**config.mk**
```make
export PLATFORM = sky130hd
export DESIGN_NAME = sram4_host
export DESIGN_NICKNAME = d
export VERILOG_FILES = /design/src/verilog/sram4_pkg.sv /design/src/verilog/sram4_pins_if.sv /design/src/verilog/sram4_host.sv /design/src/verilog/sram4_pin_drv.sv
export SDC_FILE = /design/constraint.sdc
export NUM_CORES = 1
export LEC_CHECK = 0
export BUFFER_PORTS_ARGS = -buffer_cell sky130_fd_sc_hd__buf_2
export CORE_ASPECT_RATIO = 0.5
export CORE_UTILIZATION = 40
export CTS_CLUSTER_DIAMETER = 60
export DETAILED_ROUTE_END_ITERATION = 16
export SKIP_LAST_GASP = 1
export SYNTH_ARGS = -nofsm -noshare
export SYNTH_HDL_FRONTEND = slang
export SYNTH_SLANG_ARGS = --single-unit
```
**constraint.sdc**
```tcl
create_clock -name ref_clk_i -period 2.2 [get_ports ref_clk_i]
set_input_delay 0.22 -clock ref_clk_i [delete_from_list [all_inputs] [get_ports ref_clk_i]]
set_output_delay 0.22 -clock ref_clk_i [all_outputs]
set_load 0.01 [all_outputs]
```
**src/verilog/sram4_pkg.sv**
```systemverilog
// Package of constants and types shared by the static RAM host controller.
package sram4_pkg;

	// =========================================================================
	// Geometry
	localparam int unsigned SRAM4_WORDS      = 256;
	localparam int unsigned SRAM4_ADDR_W     = 8;
	localparam int unsigned SRAM4_DATA_W     = 4;

	// =========================================================================
	// Timing (nanoseconds, slowest grade) and derived cycle counts at 200 MHz
	localparam int unsigned SRAM4_CLK_PS     = 5000;
	localparam int unsigned SRAM4_T_ACC_NS   = 1000;
	localparam int unsigned SRAM4_T_AW_NS    = 150;
	localparam int unsigned SRAM4_T_WP_NS    = 750;
	localparam int unsigned SRAM4_T_WR_NS    = 100;
	localparam int unsigned SRAM4_ACC_CYC    = (SRAM4_T_ACC_NS * 1000 + SRAM4_CLK_PS - 1) / SRAM4_CLK_PS;
	localparam int unsigned SRAM4_AW_CYC     = (SRAM4_T_AW_NS * 1000 + SRAM4_CLK_PS - 1) / SRAM4_CLK_PS;
	localparam int unsigned SRAM4_WP_CYC     = (SRAM4_T_WP_NS * 1000 + SRAM4_CLK_PS - 1) / SRAM4_CLK_PS;
	localparam int unsigned SRAM4_WR_CYC     = (SRAM4_T_WR_NS * 1000 + SRAM4_CLK_PS - 1) / SRAM4_CLK_PS;
	localparam int unsigned SRAM4_CNT_W      = 8;

	// =========================================================================
	// Controller states
	typedef enum logic [2:0] {
		SRAM4_IDLE  = 3'b000,
		SRAM4_RSET  = 3'b001,
		SRAM4_RACC  = 3'b010,
		SRAM4_WSET  = 3'b011,
		SRAM4_WPUL  = 3'b100,
		SRAM4_WREC  = 3'b101
	} sram4_state_t;

endpackage

```
**src/verilog/sram4_pins_if.sv**
```systemverilog
// Interface carrying the memory pin bundle between sequencer and pin driver.
`timescale 1ns/1ps
interface sram4_pins_if;
	import sram4_pkg::*;
	logic [SRAM4_ADDR_W-1:0] addr;
	logic [SRAM4_DATA_W-1:0] wdata;
	logic                    sel;
	logic                    wr;
	logic                    rd;
	modport seq (output addr, output wdata, output sel, output wr, output rd);
	modport drv (input addr, input wdata, input sel, input wr, input rd);
endinterface

```
**src/verilog/sram4_host.sv**
```systemverilog
// Host controller driving a 256 x 4 static RAM through its pins.
`timescale 1ns/1ps
module sram4_host
	import sram4_pkg::*;
#(
	parameter int unsigned ACC_CYC = SRAM4_ACC_CYC,
	parameter int unsigned AW_CYC  = SRAM4_AW_CYC,
	parameter int unsigned WP_CYC  = SRAM4_WP_CYC,
	parameter int unsigned WR_CYC  = SRAM4_WR_CYC
)
(
	// Clock and reset.
	input  wire logic                    ref_clk_i,
	input  wire logic                    reset_i,
	// User request port.
	input  wire logic                    req_valid_i,
	input  wire logic                    req_write_i,
	input  wire logic [SRAM4_ADDR_W-1:0] req_addr_i,
	input  wire logic [SRAM4_DATA_W-1:0] req_wdata_i,
	output logic                         req_ready_o,
	// User answer port.
	output logic                         rsp_valid_o,
	output logic [SRAM4_DATA_W-1:0]      rsp_rdata_o,
	// Device pins.
	output logic [SRAM4_ADDR_W-1:0]      word_select_lines_o,
	output logic [SRAM4_DATA_W-1:0]      write_data_lines_o,
	output logic                         select_low_active_n_o,
	output logic                         select_high_active_o,
	output logic                         write_strobe_n_o,
	output logic                         output_blank_o,
	input  wire logic [SRAM4_DATA_W-1:0] read_data_lines_i
);

	// =========================================================================
	// Storage for the current access
	sram4_state_t            state_ff;
	sram4_state_t            nxt_state;
	logic [SRAM4_CNT_W-1:0]  cnt_ff;
	logic [SRAM4_ADDR_W-1:0] addr_ff;
	logic [SRAM4_DATA_W-1:0] wdata_ff;
	logic                    cnt_done;
	logic                    take;

	sram4_pins_if pins_bus();

	assign req_ready_o = (state_ff == SRAM4_IDLE);
	assign take        = req_valid_i & req_ready_o;
	assign cnt_done    = (cnt_ff == '0);

	// =========================================================================
	// State sequencing
	// Each phase lasts its counted cycles; the pin driver adds one cycle of delay
	// to every pin, equally, so relative timing holds.
	always_comb begin
		nxt_state = state_ff;
		unique case (state_ff)
			SRAM4_IDLE: begin
				if (take) begin
					nxt_state = req_write_i ? SRAM4_WSET : SRAM4_RSET;
				end
			end
			SRAM4_RSET: nxt_state = SRAM4_RACC;
			SRAM4_RACC: begin
				if (cnt_done) begin
					nxt_state = SRAM4_IDLE;
				end
			end
			SRAM4_WSET: begin
				if (cnt_done) begin
					nxt_state = SRAM4_WPUL;
				end
			end
			SRAM4_WPUL: begin
				if (cnt_done) begin
					nxt_state = SRAM4_WREC;
				end
			end
			SRAM4_WREC: begin
				if (cnt_done) begin
					nxt_state = SRAM4_IDLE;
				end
			end
			default: nxt_state = SRAM4_IDLE;
		endcase
	end

	always_ff @(posedge ref_clk_i) begin
		if (reset_i) begin
			state_ff <= SRAM4_IDLE;
		end else begin
			state_ff <= nxt_state;
		end
	end

	// =========================================================================
	// Phase counter
	// Loaded with length minus one on entry to each write phase, and with the full ACC_CYC for the read access phase.
	always_ff @(posedge ref_clk_i) begin
		if (reset_i) begin
			cnt_ff <= '0;
		end else if (state_ff != nxt_state) begin
			unique case (nxt_state)
				SRAM4_RACC: cnt_ff <= SRAM4_CNT_W'(ACC_CYC);
				SRAM4_WSET: cnt_ff <= SRAM4_CNT_W'(AW_CYC - 1);
				SRAM4_WPUL: cnt_ff <= SRAM4_CNT_W'(WP_CYC - 1);
				SRAM4_WREC: cnt_ff <= SRAM4_CNT_W'(WR_CYC - 1);
				default:    cnt_ff <= '0;
			endcase
		end else if (!cnt_done) begin
			cnt_ff <= cnt_ff - 1'b1;
		end
	end

	// =========================================================================
	// Request capture
	// latch the 8-bit word select
	always_ff @(posedge ref_clk_i) begin
		if (reset_i) begin
			addr_ff  <= '0;
			wdata_ff <= '0;
		end else if (take) begin
			addr_ff  <= req_addr_i;
			wdata_ff <= req_wdata_i;
		end
	end

	// =========================================================================
	// Pin bundle
	// select through every active phase
	assign pins_bus.sel   = (state_ff != SRAM4_IDLE);
	// strobe only in the pulse phase
	assign pins_bus.wr    = (state_ff == SRAM4_WPUL);
	assign pins_bus.rd    = (state_ff == SRAM4_RSET) | (state_ff == SRAM4_RACC);
	assign pins_bus.addr  = addr_ff;
	assign pins_bus.wdata = wdata_ff;

	sram4_pin_drv u_drv (
		.ref_clk_i             (ref_clk_i),
		.reset_i               (reset_i),
		.pins                  (pins_bus.drv),
		.word_select_lines_o   (word_select_lines_o),
		.write_data_lines_o    (write_data_lines_o),
		.select_low_active_n_o (select_low_active_n_o),
		.select_high_active_o  (select_high_active_o),
		.write_strobe_n_o      (write_strobe_n_o),
		.output_blank_o        (output_blank_o)
	);

	// =========================================================================
	// Read answer
	// Sampled at the end of the access phase; the device is static, so no
	// refresh slot ever delays it.
	// fixed latency, no refresh
	always_ff @(posedge ref_clk_i) begin
		if (reset_i) begin
			rsp_valid_o <= 1'b0;
			rsp_rdata_o <= '0;
		end else begin
			rsp_valid_o <= (state_ff == SRAM4_RACC) & cnt_done;
			if ((state_ff == SRAM4_RACC) & cnt_done) begin
				rsp_rdata_o <= read_data_lines_i;
			end
		end
	end
endmodule // sram4_host

```
**src/verilog/sram4_pin_drv.sv**
```systemverilog
// Registered pin driver turning the abstract access bundle into device pin levels.
`timescale 1ns/1ps
module sram4_pin_drv
	import sram4_pkg::*;
(
	// Clock and reset.
	input  wire logic                    ref_clk_i,
	input  wire logic                    reset_i,
	// Abstract access from the sequencer.
	sram4_pins_if.drv                    pins,
	// Device pins.
	output logic [SRAM4_ADDR_W-1:0]      word_select_lines_o,
	output logic [SRAM4_DATA_W-1:0]      write_data_lines_o,
	output logic                         select_low_active_n_o,
	output logic                         select_high_active_o,
	output logic                         write_strobe_n_o,
	output logic                         output_blank_o
);

	// =========================================================================
	// Pin registers
	// All pins come from flops so no decode glitch ever reaches the device.
	// both enables together
	always_ff @(posedge ref_clk_i) begin
		if (reset_i) begin
			select_low_active_n_o <= 1'b1;
			select_high_active_o  <= 1'b0;
			write_strobe_n_o      <= 1'b1;
			output_blank_o        <= 1'b1;
			word_select_lines_o   <= '0;
			write_data_lines_o    <= '0;
		end else begin
			select_low_active_n_o <= ~pins.sel;
			select_high_active_o  <= pins.sel;
			write_strobe_n_o      <= ~(pins.sel & pins.wr);
			output_blank_o        <= ~(pins.sel & pins.rd & ~pins.wr);
			word_select_lines_o   <= pins.addr;
			write_data_lines_o    <= pins.wdata;
		end
	end
endmodule // sram4_pin_drv

```
==> summary.md, run 1 <==
| Metric | Value |
|---|---|
| CP required | 2.36 ns |
| First-pass GRT wire length | 6.051 mm |
| CTS Buf Count | 5 |
| Synth top cells by count | 44 x dfxtp_1, 29 x nand2_1, 17 x a21oi_1 |
| Top FF cell, synth | dfxtp_1 |
| WS Path Type | register to register |
| Htree depth | 2 |
| Clock slew at reported path FFs | 0.09 ns |
| Final core occ | 52.01% |
| Max VDD drop | 461.9 uV |
| Net Count, Synth | 209 |
| Int Pwr | 1.688 mW |
| Placed cell areas | 1988 um2 |
| Min-Delay Path Class | input pin to register |
| CTS Buffer Depth | 2 |
| Diode count | 0 |
| Final worst-path cycle share | 87.33% |
| Largest net degree at the start of global routing | 42 |
| Dpl hpwl | 2.342 mm |
| Antenna Nets Post-Route | 0 |
| Synth area leader | dfxtp_1 |
| Core box area | 4044 um2 |
| Unrepaired setup endpoints after global routing | no |
| Area Growth Syn to Fin | 20.24% |
| Minimum clock period | 1.921 ns |
| Switch share | 35.29% |
| I/O pin cnt | 42 |
| Data arrival, critical path | 2.08 ns |
| Fmax | 520.5 MHz |
| Setup crit end kind | register |
| Fraction of layout cells with a size suffix above 1 | 26.52% |
| Post-route cell area | 2103 um2 |
| Setup Skew | 0.006256 ns |
| Die ar. | 4658 um2 |
| Final worst slack | 0.2787 ns |
| Clk pwr share | 24.5% |
| Post_cts resized | 0 |
| GP Congestion | 0.7798 |
| Initial DRC count | 64 |
| PwrDens | 1240 nW/um2 |
| Hold-fix buffers, CTS | 0 |
| Vias | 1408 |
| Max-cap violations | 0 |
| WHS | 0.1431 ns |
| DRT Pass-1 Iters | 4 |
| Main area contributors after synthesis | dfxtp_1 50%, nand2_1 6.2%, a21oi_1 4.9% |
| Clock tree sinks | 44 |
| Outcome | completed |
| Total net switching power | 920.7 uW |
| Setup Buffers After CTS | 0 |
| Placement row count | 16 |
| DRT Wirelength | 3.403 mm |
| Final std cells w/o fill | 284 |
| Avg Synthesized Cell Area | 9.304 um2 |
| Area of the multi-input gates | 800.8 um2 |
| Combinational power share | 35.5% |
| Final Power | 2.609 mW |
| Vias in the first global route | 1351 |
| Most frequent cell after synthesis | dfxtp_1 |
| NumNets Final | 250 |
| Total grt overflow | 0 |
| Leakage | 0.9041 nW |
| Avg Vias per Cell | 4.958 |
| Worst slack, placed | 0.2590 ns |
| CP startpoint kind | register |
| Root buf cell | clkbuf_8 |
| CTS tree | yes |
| Post-DR wirelength/cell | 11.98 um |
| Initial Utilization | 43.25% |
| Unique masters post-synth | 45 |
| Max_slew headroom | 52.51% |
| EDFF count, synth | 0 |
| DR DRC count | 0 |
| Placed instance count | 276 |
| Worst-margin pin slew | 0.7123 ns |
| Max FO, Critical Path | 6 |
| Setup TNS Final | 0 ns |
| Die extent in y | 48.76 um |
| Clock Latency Late Sink | 0.30 ns |
| # port buffers | 41 |
| Mapped Area | 1749 um2 |
| Fin. Hold Viols | 0 |
| Post-synth top area share | 50.36% |
| GRT Total Usage | 16.94% |
| Async set-or-reset flop fraction in the synthesized netlist | 0% |
| Sequential cell area | 880.8 um2 |
| Ys Warns | 0 |
| Initial antenna violation count | 0 |
| Final Max Slew Viols | 0 |
| Synth Instances | 188 |
| # setup viols final | 0 |
| Synthesis-stage register bit count | 44 |
| Fillers | 387 |
| Die X-Extent | 95.52 um |
| Reg power frac | 40.0% |
| Sequential share of the synthesized area | 50.36% |
[sequential cells by signal, summed over array words and instances, names as in the netlist, 3 cells and up]
register	cells
u_drv.word_select_lines_o	8
state_ff	3
pins_bus.wdata	4
u_drv.write_data_lines_o	4
cnt_ff	8
addr_ff	8
rsp_rdata_o	4
[path summary, 6_finish.rpt]
check                start        endpoint  slack (ns)  depth (start not counted)
min          req_addr_i[0]      addr_ff[0]        0.14                          3
max              cnt_ff[0]  rsp_rdata_o[0]        0.28                          6
max reg2reg      cnt_ff[0]  rsp_rdata_o[0]        0.28                          6
min reg2reg     addr_ff[7]      addr_ff[7]        0.45                          2
[cell type report]
| cell class | instances | area share, % |
|---|---|---|
| Tap cell | 54 | 3.212 |
| Clock inverter | 3 | 2.201 |
| Sequential cell | 44 | 41.88 |
| Inverter | 5 | 0.8923 |
| Timing Repair Buffer | 43 | 10.47 |
| Clock buffer | 5 | 3.272 |
| Multi-Input combinational cell | 130 | 38.07 |
[kinds of logic (layout without fill, tap and decap cells)]
| group | count (synthesis) | after routing | synth area share [%] |
|---|---|---|---|
| fa+ha+maj | 1 | 1 | 0.7152 |
| buf+inv | 14 | 56 | 3.862 |
| xor+xnor | 4 | 4 | 2.003 |
| flops | 44 | 44 | 50.36 |
| mux | 6 | 6 | 3.505 |
| simple gates | 80 | 80 | 24.18 |
| compound gates | 39 | 39 | 15.38 |
[power groups by stage]
stage / clock [mW] / combinational, mW / sequential (mW)
floorplan: 0 / 0.729 / 1.06
global placement: 0 / 0.929 / 1.06
detailed placement: 0 / 0.928 / 1.06
CTS: 0.660 / 0.932 / 1.05
global route: 0.692 / 1.04 / 1.07
finish: 0.638 / 0.927 / 1.04
[worst max-delay path, cell delays in order, from the launching register on]
cell,delay [ns]
dfxtp_1,0.35
inv_1,0.08
ha_1,0.22
nor4b_4,0.42
nand4_1,0.40
mux2i_1,0.26
nor2_1,0.06
[metal layers]
metal	GRT usage (%)	vias up	routed length (um)
met1	23.00	636	1748
met5	0	-	0
met4	6.716	0	55
met2	25.48	32	1459
li1	-	732	-
met3	4.717	8	140
[cell usage in the layout, fill, tap and decap left out, types with 3 or more instances in the layout]
master    count
xnor2_1       3
nand2_1      29
nor2_1       14
a21oi_1      17
dfxtp_1      44
nand3_1       3
or2_2         3
clkbuf_8      5
nor2b_1      13
o21ai_1       3
inv_1         5
mux2i_1       5
buf_2        41
No activity file was read; power rests on OpenSTA's default activity.
==> run 2: changes to the inputs <==
CELL_PAD_IN_SITES_DETAIL_PLACEMENT = 1   (was not set)
CELL_PAD_IN_SITES_GLOBAL_PLACEMENT = 2   (was not set)
CORE_UTILIZATION = 31   (was 40)
PLACE_DENSITY_LB_ADDON = 0.1   (was not set)
clock period = 1.9 ns   (was 2.2 ns; I/O delays follow)
==> run 2 against run 1 <==
  * Global-route usage decreased by 1.2 points
  * Combinational power increased by 35%
  * Die area increased by 28%
  * Worst setup slack got worse by 0.12 ns
  * Clock skew decreased by 0.0026 ns
  * Core utilization decreased by 8.4 points
  * Clock-buffer cell count unchanged
  * First-iteration DRC count decreased by 39%
  * Final area increased by 7.4%
  * Critical path type unchanged
  * Critical endpoint is now cnt_ff[0]
  * Largest power group is now combinational logic
==> summary.md, run 2 (synthesis gave the netlist of run 1 again) <==
| Metric | Value |
|---|---|
| CP delay by family, top | simple AND/OR/NAND/NOR gates |
| Die ar. | 5965 um2 (+28%) |
| Max FO, Critical Path | 6 (unchanged) |
| Outcome | completed |
| Htree depth | 2 (unchanged) |
| First-pass GRT wire length | 6.851 mm (+13%) |
| Dpl hpwl | 2.972 mm (+27%) |
| Max VDD drop | 519.4 uV (+12%) |
| Post-DR wirelength/cell | 14.29 um (+19%) |
| Fmax | 573.1 MHz (+10%) |
| Total grt overflow | 0 (unchanged) |
| Clock slew at reported path FFs | 0.06 ns (-0.03 ns) |
| Setup crit end kind | register |
| Setup Skew | 0.003700 ns (-0.002555 ns) |
| Avg Vias per Cell | 4.820 (-2.8%) |
| DRT Wirelength | 4.374 mm (+29%) |
| Setup TNS Final | 0 ns (unchanged) |
| CP peak stage delay | 0.38 ns (-0.04 ns) |
| GP Congestion | 0.7452 (-4.4%) |
| CP required | 2.09 ns (-0.27 ns) |
| Final worst-path cycle share | 91.83% (+4.5 points) |
| CP startpoint kind | register |
| Vias | 1475 (+4.8%) |
| Final Max Slew Viols | 0 (unchanged) |
| Critical path buffer and inverter count | 1 (unchanged) |
| Fraction of layout cells with a size suffix above 1 | 29.66% (+3.1 points) |
| Antenna Nets Post-Route | 0 (unchanged) |
| Die extent in y | 55.12 um (+13%) |
| Max-cap violations | 0 (unchanged) |
| Regs by FF count | addr_ff x8, cnt_ff x8, u_drv.word_select_lines_o x8 |
| Max_slew headroom | 69.88% (+17 points) |
| I/O pin cnt | 42 (unchanged) |
| Hold-fix buffers, CTS | 0 (unchanged) |
| Data arrival, critical path | 1.94 ns (-0.14 ns) |
| Fin. Hold Viols | 0 (unchanged) |
| CTS Buf Count | 5 (unchanged) |
| DR DRC count | 0 (unchanged) |
| NumNets Final | 257 (+2.8%) |
| Initial Utilization | 33.77% (-9.5 points) |
| PwrDens | 1575 nW/um2 (+27%) |
| Diode count | 0 (unchanged) |
| CP max-delay cell | nor4b_4 |
| Setup Buffers After CTS | 0 (unchanged) |
| Unrepaired setup endpoints after global routing | no |
| # port buffers | 41 (unchanged) |
| Commonest cells after routing, fill and taps aside | 44 x dfxtp_1, 41 x buf_2, 29 x nand2_1, 17 x a21oi_1, 14 x nor2_1 |
| Initial DRC count | 39 (-39%) |
| Initial antenna violation count | 0 (unchanged) |
| Clock tree sinks | 44 (unchanged) |
| CTS tree | yes |
| Min-Delay Path Class | input pin to register |
| Vias in the first global route | 1418 (+5.0%) |
| Placement row count | 18 (+2) |
| Clock Latency Late Sink | 0.27 ns (-0.03 ns) |
| Largest net degree at the start of global routing | 26 (-38%) |
| Core box area | 5180 um2 (+28%) |
| Root buf cell | clkbuf_16 |
| CTS Buffer Depth | 2 (unchanged) |
| Minimum clock period | 1.745 ns (-0.1764 ns) |
| Worst-margin pin slew | 0.4493 ns (-0.2630 ns) |
| DRT Pass-1 Iters | 4 (unchanged) |
| WS Path Type | register to register |
| Final core occ | 43.62% (-8.4 points) |
| Most common cell after layout, fill and taps aside | dfxtp_1 |
| # setup viols final | 0 (unchanged) |
| Critical Path, Cell by Cell | inv_1 > ha_1 > nor4b_4 > and2_2 > nand4_1 > a31oi_1 |
| Area Growth Syn to Fin | 29.18% |
| Reg2Reg Setup Slack | 0.16 ns (-0.12 ns) |
| GRT Total Usage | 15.72% (-1.2 points) |
| Leakage | 0.9747 nW (+7.8%) |
| Die X-Extent | 108.2 um (+13%) |
## run 2: timing repair
item,4_1_cts,5_1_grt
hold endpoints to repair,0,0
setup endpoints to repair,0,3
resized for setup,0,3
## run 2: final cells by class
cell class                 instances  area (um2)
clock buffer                       5       125.1
timing repair buffer              50       272.8
sequential                        44       880.8
clock inverter                     2       60.06
fill                             620        2920
multi-input combinational        130       814.5
tap                               70       87.58
inverter                           5       18.77
## run 2: routing by layer
layer	up-vias	track usage, %	share of wire (%)
li1	736	-	-
met1	709	19.04	48
met2	28	27.81	47
met3	2	4.801	4.4
met4	0	4.338	0.39
met5	-	0	0
## run 2: path summary, 6_finish.rpt
kind / startpoint / endpoint / cells after the start
setup reg to reg: cnt_ff[0] / cnt_ff[0] / 6
setup / recovery: cnt_ff[0] / cnt_ff[0] / 6
hold reg to reg: addr_ff[1] / addr_ff[1] / 2
hold / removal: read_data_lines_i[2] / rsp_rdata_o[2] / 3
## run 2: metrics by stage
step | hold WS (ns) | std cells | power, mW | area, um2 | setup slack, ns
2_1_floorplan | 0.2999 | 188 | 2.069 | 1749 | 0.2518
3_3_place_gp | 0.4191 | 299 | 2.441 | 2061 | 0.2035
3_5_place_dp | 0.4352 | 299 | 2.458 | 2061 | 0.09371
4_1_cts | 0.1440 | 306 | 3.572 | 2246 | 0.08379
5_1_grt | 0.1470 | 306 | 3.757 | 2260 | 0.03872
6_report | 0.1452 | 306 | 3.559 | 2260 | 0.1552
## run 2: tightest hold or removal path, cell delays in order
cell and delay [ns]:
buf_2 0.07, mux2i_1 0.05, nor2_1 0.07
## run 2: power breakdown
group / internal [mW] / switching [mW] / leakage (nW)
Combinational: 0.587 / 0.667 / 0.525
Sequential: 1.07 / 0.151 / 0.360
Clock: 0.745 / 0.334 / 0.0899
Total: 2.41 / 1.15 / 0.975
==> run 3: changes to the inputs <==
==> constraint.sdc (replaced) <==
create_clock -name ref_clk_i -period 1.9 [get_ports ref_clk_i]
set_input_delay 0.57 -clock ref_clk_i [delete_from_list [all_inputs] [get_ports ref_clk_i]]
set_output_delay 0.57 -clock ref_clk_i [all_outputs]
set_load 0.01 [all_outputs]
==> run 3 against run 2 <==
  * Critical path depth decreased by 3
  * Worst setup slack got worse by 0.088 ns
  * Sequential power about the same
  * Clock skew about the same
  * Total power decreased by 7.0%
  * Combinational power about the same
  * Register-to-register slack got worse by 0.06 ns
  * First-iteration DRC count decreased by 36%
  * Clock-buffer cell count unchanged
  * Global-route usage increased by 0.27 points
  * Cell count increased by 0.65%
  * Highest routed layer unchanged
==> summary.md, run 3 (synthesis gave the netlist of run 1 again) <==
| Metric | Value |
|---|---|
| Outcome | completed |
| Unrepaired setup endpoints after global routing | no |
| Worst R2R End | cnt_ff[5] |
| CTS Buf Count | 5 (unchanged) |
| Htree depth | 2 (unchanged) |
| Final worst-path cycle share | 96.49% (+4.7 points) |
| Max FO, Critical Path | 8 (+2) |
| GP Congestion | 0.7438 (-0.19%) |
| Post-route cell area | 2222 um2 (-1.7%) |
| DR DRC count | 0 (unchanged) |
| Total net switching power | 1.149 mW (-0.29%) |
| Reg2Reg Setup Slack | 0.10 ns (-0.06 ns) |
| CP startpoint kind | register |
| First-pass GRT wire length | 7.086 mm (+3.4%) |
| Placement row count | 18 (unchanged) |
| Data arrival, critical path | 1.26 ns (-0.68 ns) |
| Initial antenna violation count | 0 (unchanged) |
| Minimum clock period | 1.833 ns (+0.08843 ns) |
| Initial Utilization | 33.77% (unchanged) |
| Antenna Nets Post-Route | 0 (unchanged) |
| Root buf cell | clkbuf_16 |
| Placed cell areas | 2061 um2 (unchanged) |
| Avg Vias per Cell | 4.766 (-1.1%) |
| Clock Latency Late Sink | 0.28 ns (about the same) |
| CTS Buffer Depth | 2 (unchanged) |
| Combinational power share | 38.3% (+3.1 points) |
| Max_slew headroom | 69.18% (-0.71 points) |
| Most common cell after layout, fill and taps aside | dfxtp_1 |
| Fillers | 616 (-0.65%) |
| R2R Path Start | cnt_ff[0] |
| PwrDens | 1490 nW/um2 (-5.4%) |
| Area Growth Syn to Fin | 27.04% |
| Switch share | 34.71% (+2.3 points) |
| CP max-delay cell | dfxtp_2 |
| Fmax | 545.5 MHz (-4.8%) |
| Clock slew at reported path FFs | 0.06 ns (about the same) |
| GRT Total Usage | 15.99% (+0.27 points) |
| Reg power frac | 37.1% (+2.7 points) |
| Diode count | 0 (unchanged) |
| Clock tree sinks | 44 (unchanged) |
| Clk pwr share | 24.6% (-5.7 points) |
| Commonest cells after routing, fill and taps aside | 42 x dfxtp_1, 41 x buf_2, 29 x nand2_1, 17 x a21oi_1, 14 x nor2_1 |
| DRT Pass-1 Iters | 4 (unchanged) |
| Largest net degree at the start of global routing | 25 (-3.8%) |
| CTS tree | yes |
| WHS Path Cells | 2 (-1) |
| Die extent in y | 55.12 um (unchanged) |
| Final Max Slew Viols | 0 (unchanged) |
| Final core occ | 42.90% (-0.72 points) |
| Setup crit end kind | primary output |
| Critical Path, Cell by Cell | or2_2 > nor2_1 > buf_2 |
| Dpl hpwl | 2.962 mm (-0.36%) |
| Fraction of layout cells with a size suffix above 1 | 30.25% (+0.59 points) |
| Setup TNS Final | 0 ns (unchanged) |
| Vias in the first global route | 1461 (+3.0%) |
| Endpoint, Worst Hold | addr_ff[1] |
| Post-DR wirelength/cell | 13.91 um (-2.7%) |
| I/O pin cnt | 42 (unchanged) |
| Total grt overflow | 0 (unchanged) |
| Max VDD drop | 631.2 uV (+22%) |
| Max-cap violations | 0 (unchanged) |
| Worst-margin pin slew | 0.4617 ns (+0.01240 ns) |
| Leakage | 0.9588 nW (-1.6%) |
| Min-Delay Path Class | register to register |
| HP Start | addr_ff[1] |
| Vias | 1468 (-0.47%) |
| Regs by FF count | addr_ff x8, cnt_ff x8, u_drv.word_select_lines_o x8 |
| Core box area | 5180 um2 (unchanged) |
| Die X-Extent | 108.2 um (unchanged) |
| Die ar. | 5965 um2 (unchanged) |
| DRT Wirelength | 4.283 mm (-2.1%) |
| Fin. Hold Viols | 0 (unchanged) |
| NumNets Final | 259 (+0.78%) |
| Int Pwr | 2.162 mW (-10%) |
| # setup viols final | 0 (unchanged) |
| Setup Skew | 0.004118 ns (+0.0004177 ns) |
| CP required | 1.33 ns (-0.76 ns) |
| R2R depth | 8 (+2) |
| Initial DRC count | 25 (-36%) |
| # port buffers | 41 (unchanged) |
| CP peak stage delay | 0.37 ns (about the same) |
| WS Path Type | register to primary output |
==> run 3: cell types whose count changed in the layout (fill, tap and decap cells not counted), sizes merged <==
cell | before | now
clkinvlp | 0 | 1
bufinv | 2 | 0
clkinv | 0 | 1
buf | 50 | 52
==> run 3: repair_timing <==
action	4_1_cts	5_1_grt
resized for setup	0	3
setup buffers	0	2
hold buffers	0	0
hold endpoints to repair	0	0
setup endpoints to repair	0	14
==> run 3: worst max-delay path: cells and delay by family, from the launching register on <==
kind | cells | cell delay (ns)
simple gates | 2 | 0.46
buf+inv | 1 | 0.15
flops | 1 | 0.37
==> run 3: routing by layer <==
metal  GRT usage (%)  vias to the layer above  wire [um]
met5               0                        -          0
met4           4.566                        0         23
met3           5.035                        5        199
met2           26.54                       26       1886
met1           20.40                      694       2174
li1                -                      743          -
==> run 3: stage by stage <==
stage | worst slack (ns) | hold WS, ns | std cells | power, mW
floorplan | 0.2518 | 0.4318 | 188 | 2.069
global placement | 0.1665 | 0.4373 | 299 | 2.422
detailed placement | 0.1030 | 0.4422 | 299 | 2.437
CTS | 0.0008137 | 0.4505 | 306 | 3.289
global route | 0.005524 | 0.4649 | 308 | 3.539
finish | 0.06676 | 0.4502 | 308 | 3.311
==> run 3: worst max-delay path by stage <==
stage | start | endpoint | slack (ns) | depth (start not counted)
after global routing | state_ff[1] | req_ready_o | 0.006 | 3
after detailed placement | cnt_ff[0] | cnt_ff[6] | 0.10 | 6
after CTS | state_ff[1] | req_ready_o | 0.0008 | 3
after floorplan | cnt_ff[0] | cnt_ff[5] | 0.25 | 6
after global placement | cnt_ff[0] | rsp_rdata_o[1] | 0.17 | 7
final | state_ff[1] | req_ready_o | 0.07 | 3
==> run 3: area by class of cell <==
| cell class | instances | area, um2 | share of cell area, % |
|---|---|---|---|
| Timing Repair Buffer | 52 | 287.8 | 12.95 |
| Multi-Input combinational cell | 130 | 807.0 | 36.32 |
| Tap cell | 70 | 87.58 | 3.941 |
| Clock buffer | 5 | 125.1 | 5.631 |
| Clock inverter | 2 | 12.51 | 0.5631 |
| Sequential cell | 44 | 883.3 | 39.75 |
| Inverter | 5 | 18.77 | 0.8446 |
==> run 3: power groups by stage <==
stage | Combinational [mW] | Clock [mW] | Sequential [mW]
floorplan | 0.844 | 0 | 1.23
global placement | 1.18 | 0 | 1.24
detailed placement | 1.19 | 0 | 1.24
CTS | 1.21 | 0.849 | 1.23
global route | 1.40 | 0.881 | 1.26
finish | 1.27 | 0.814 | 1.23
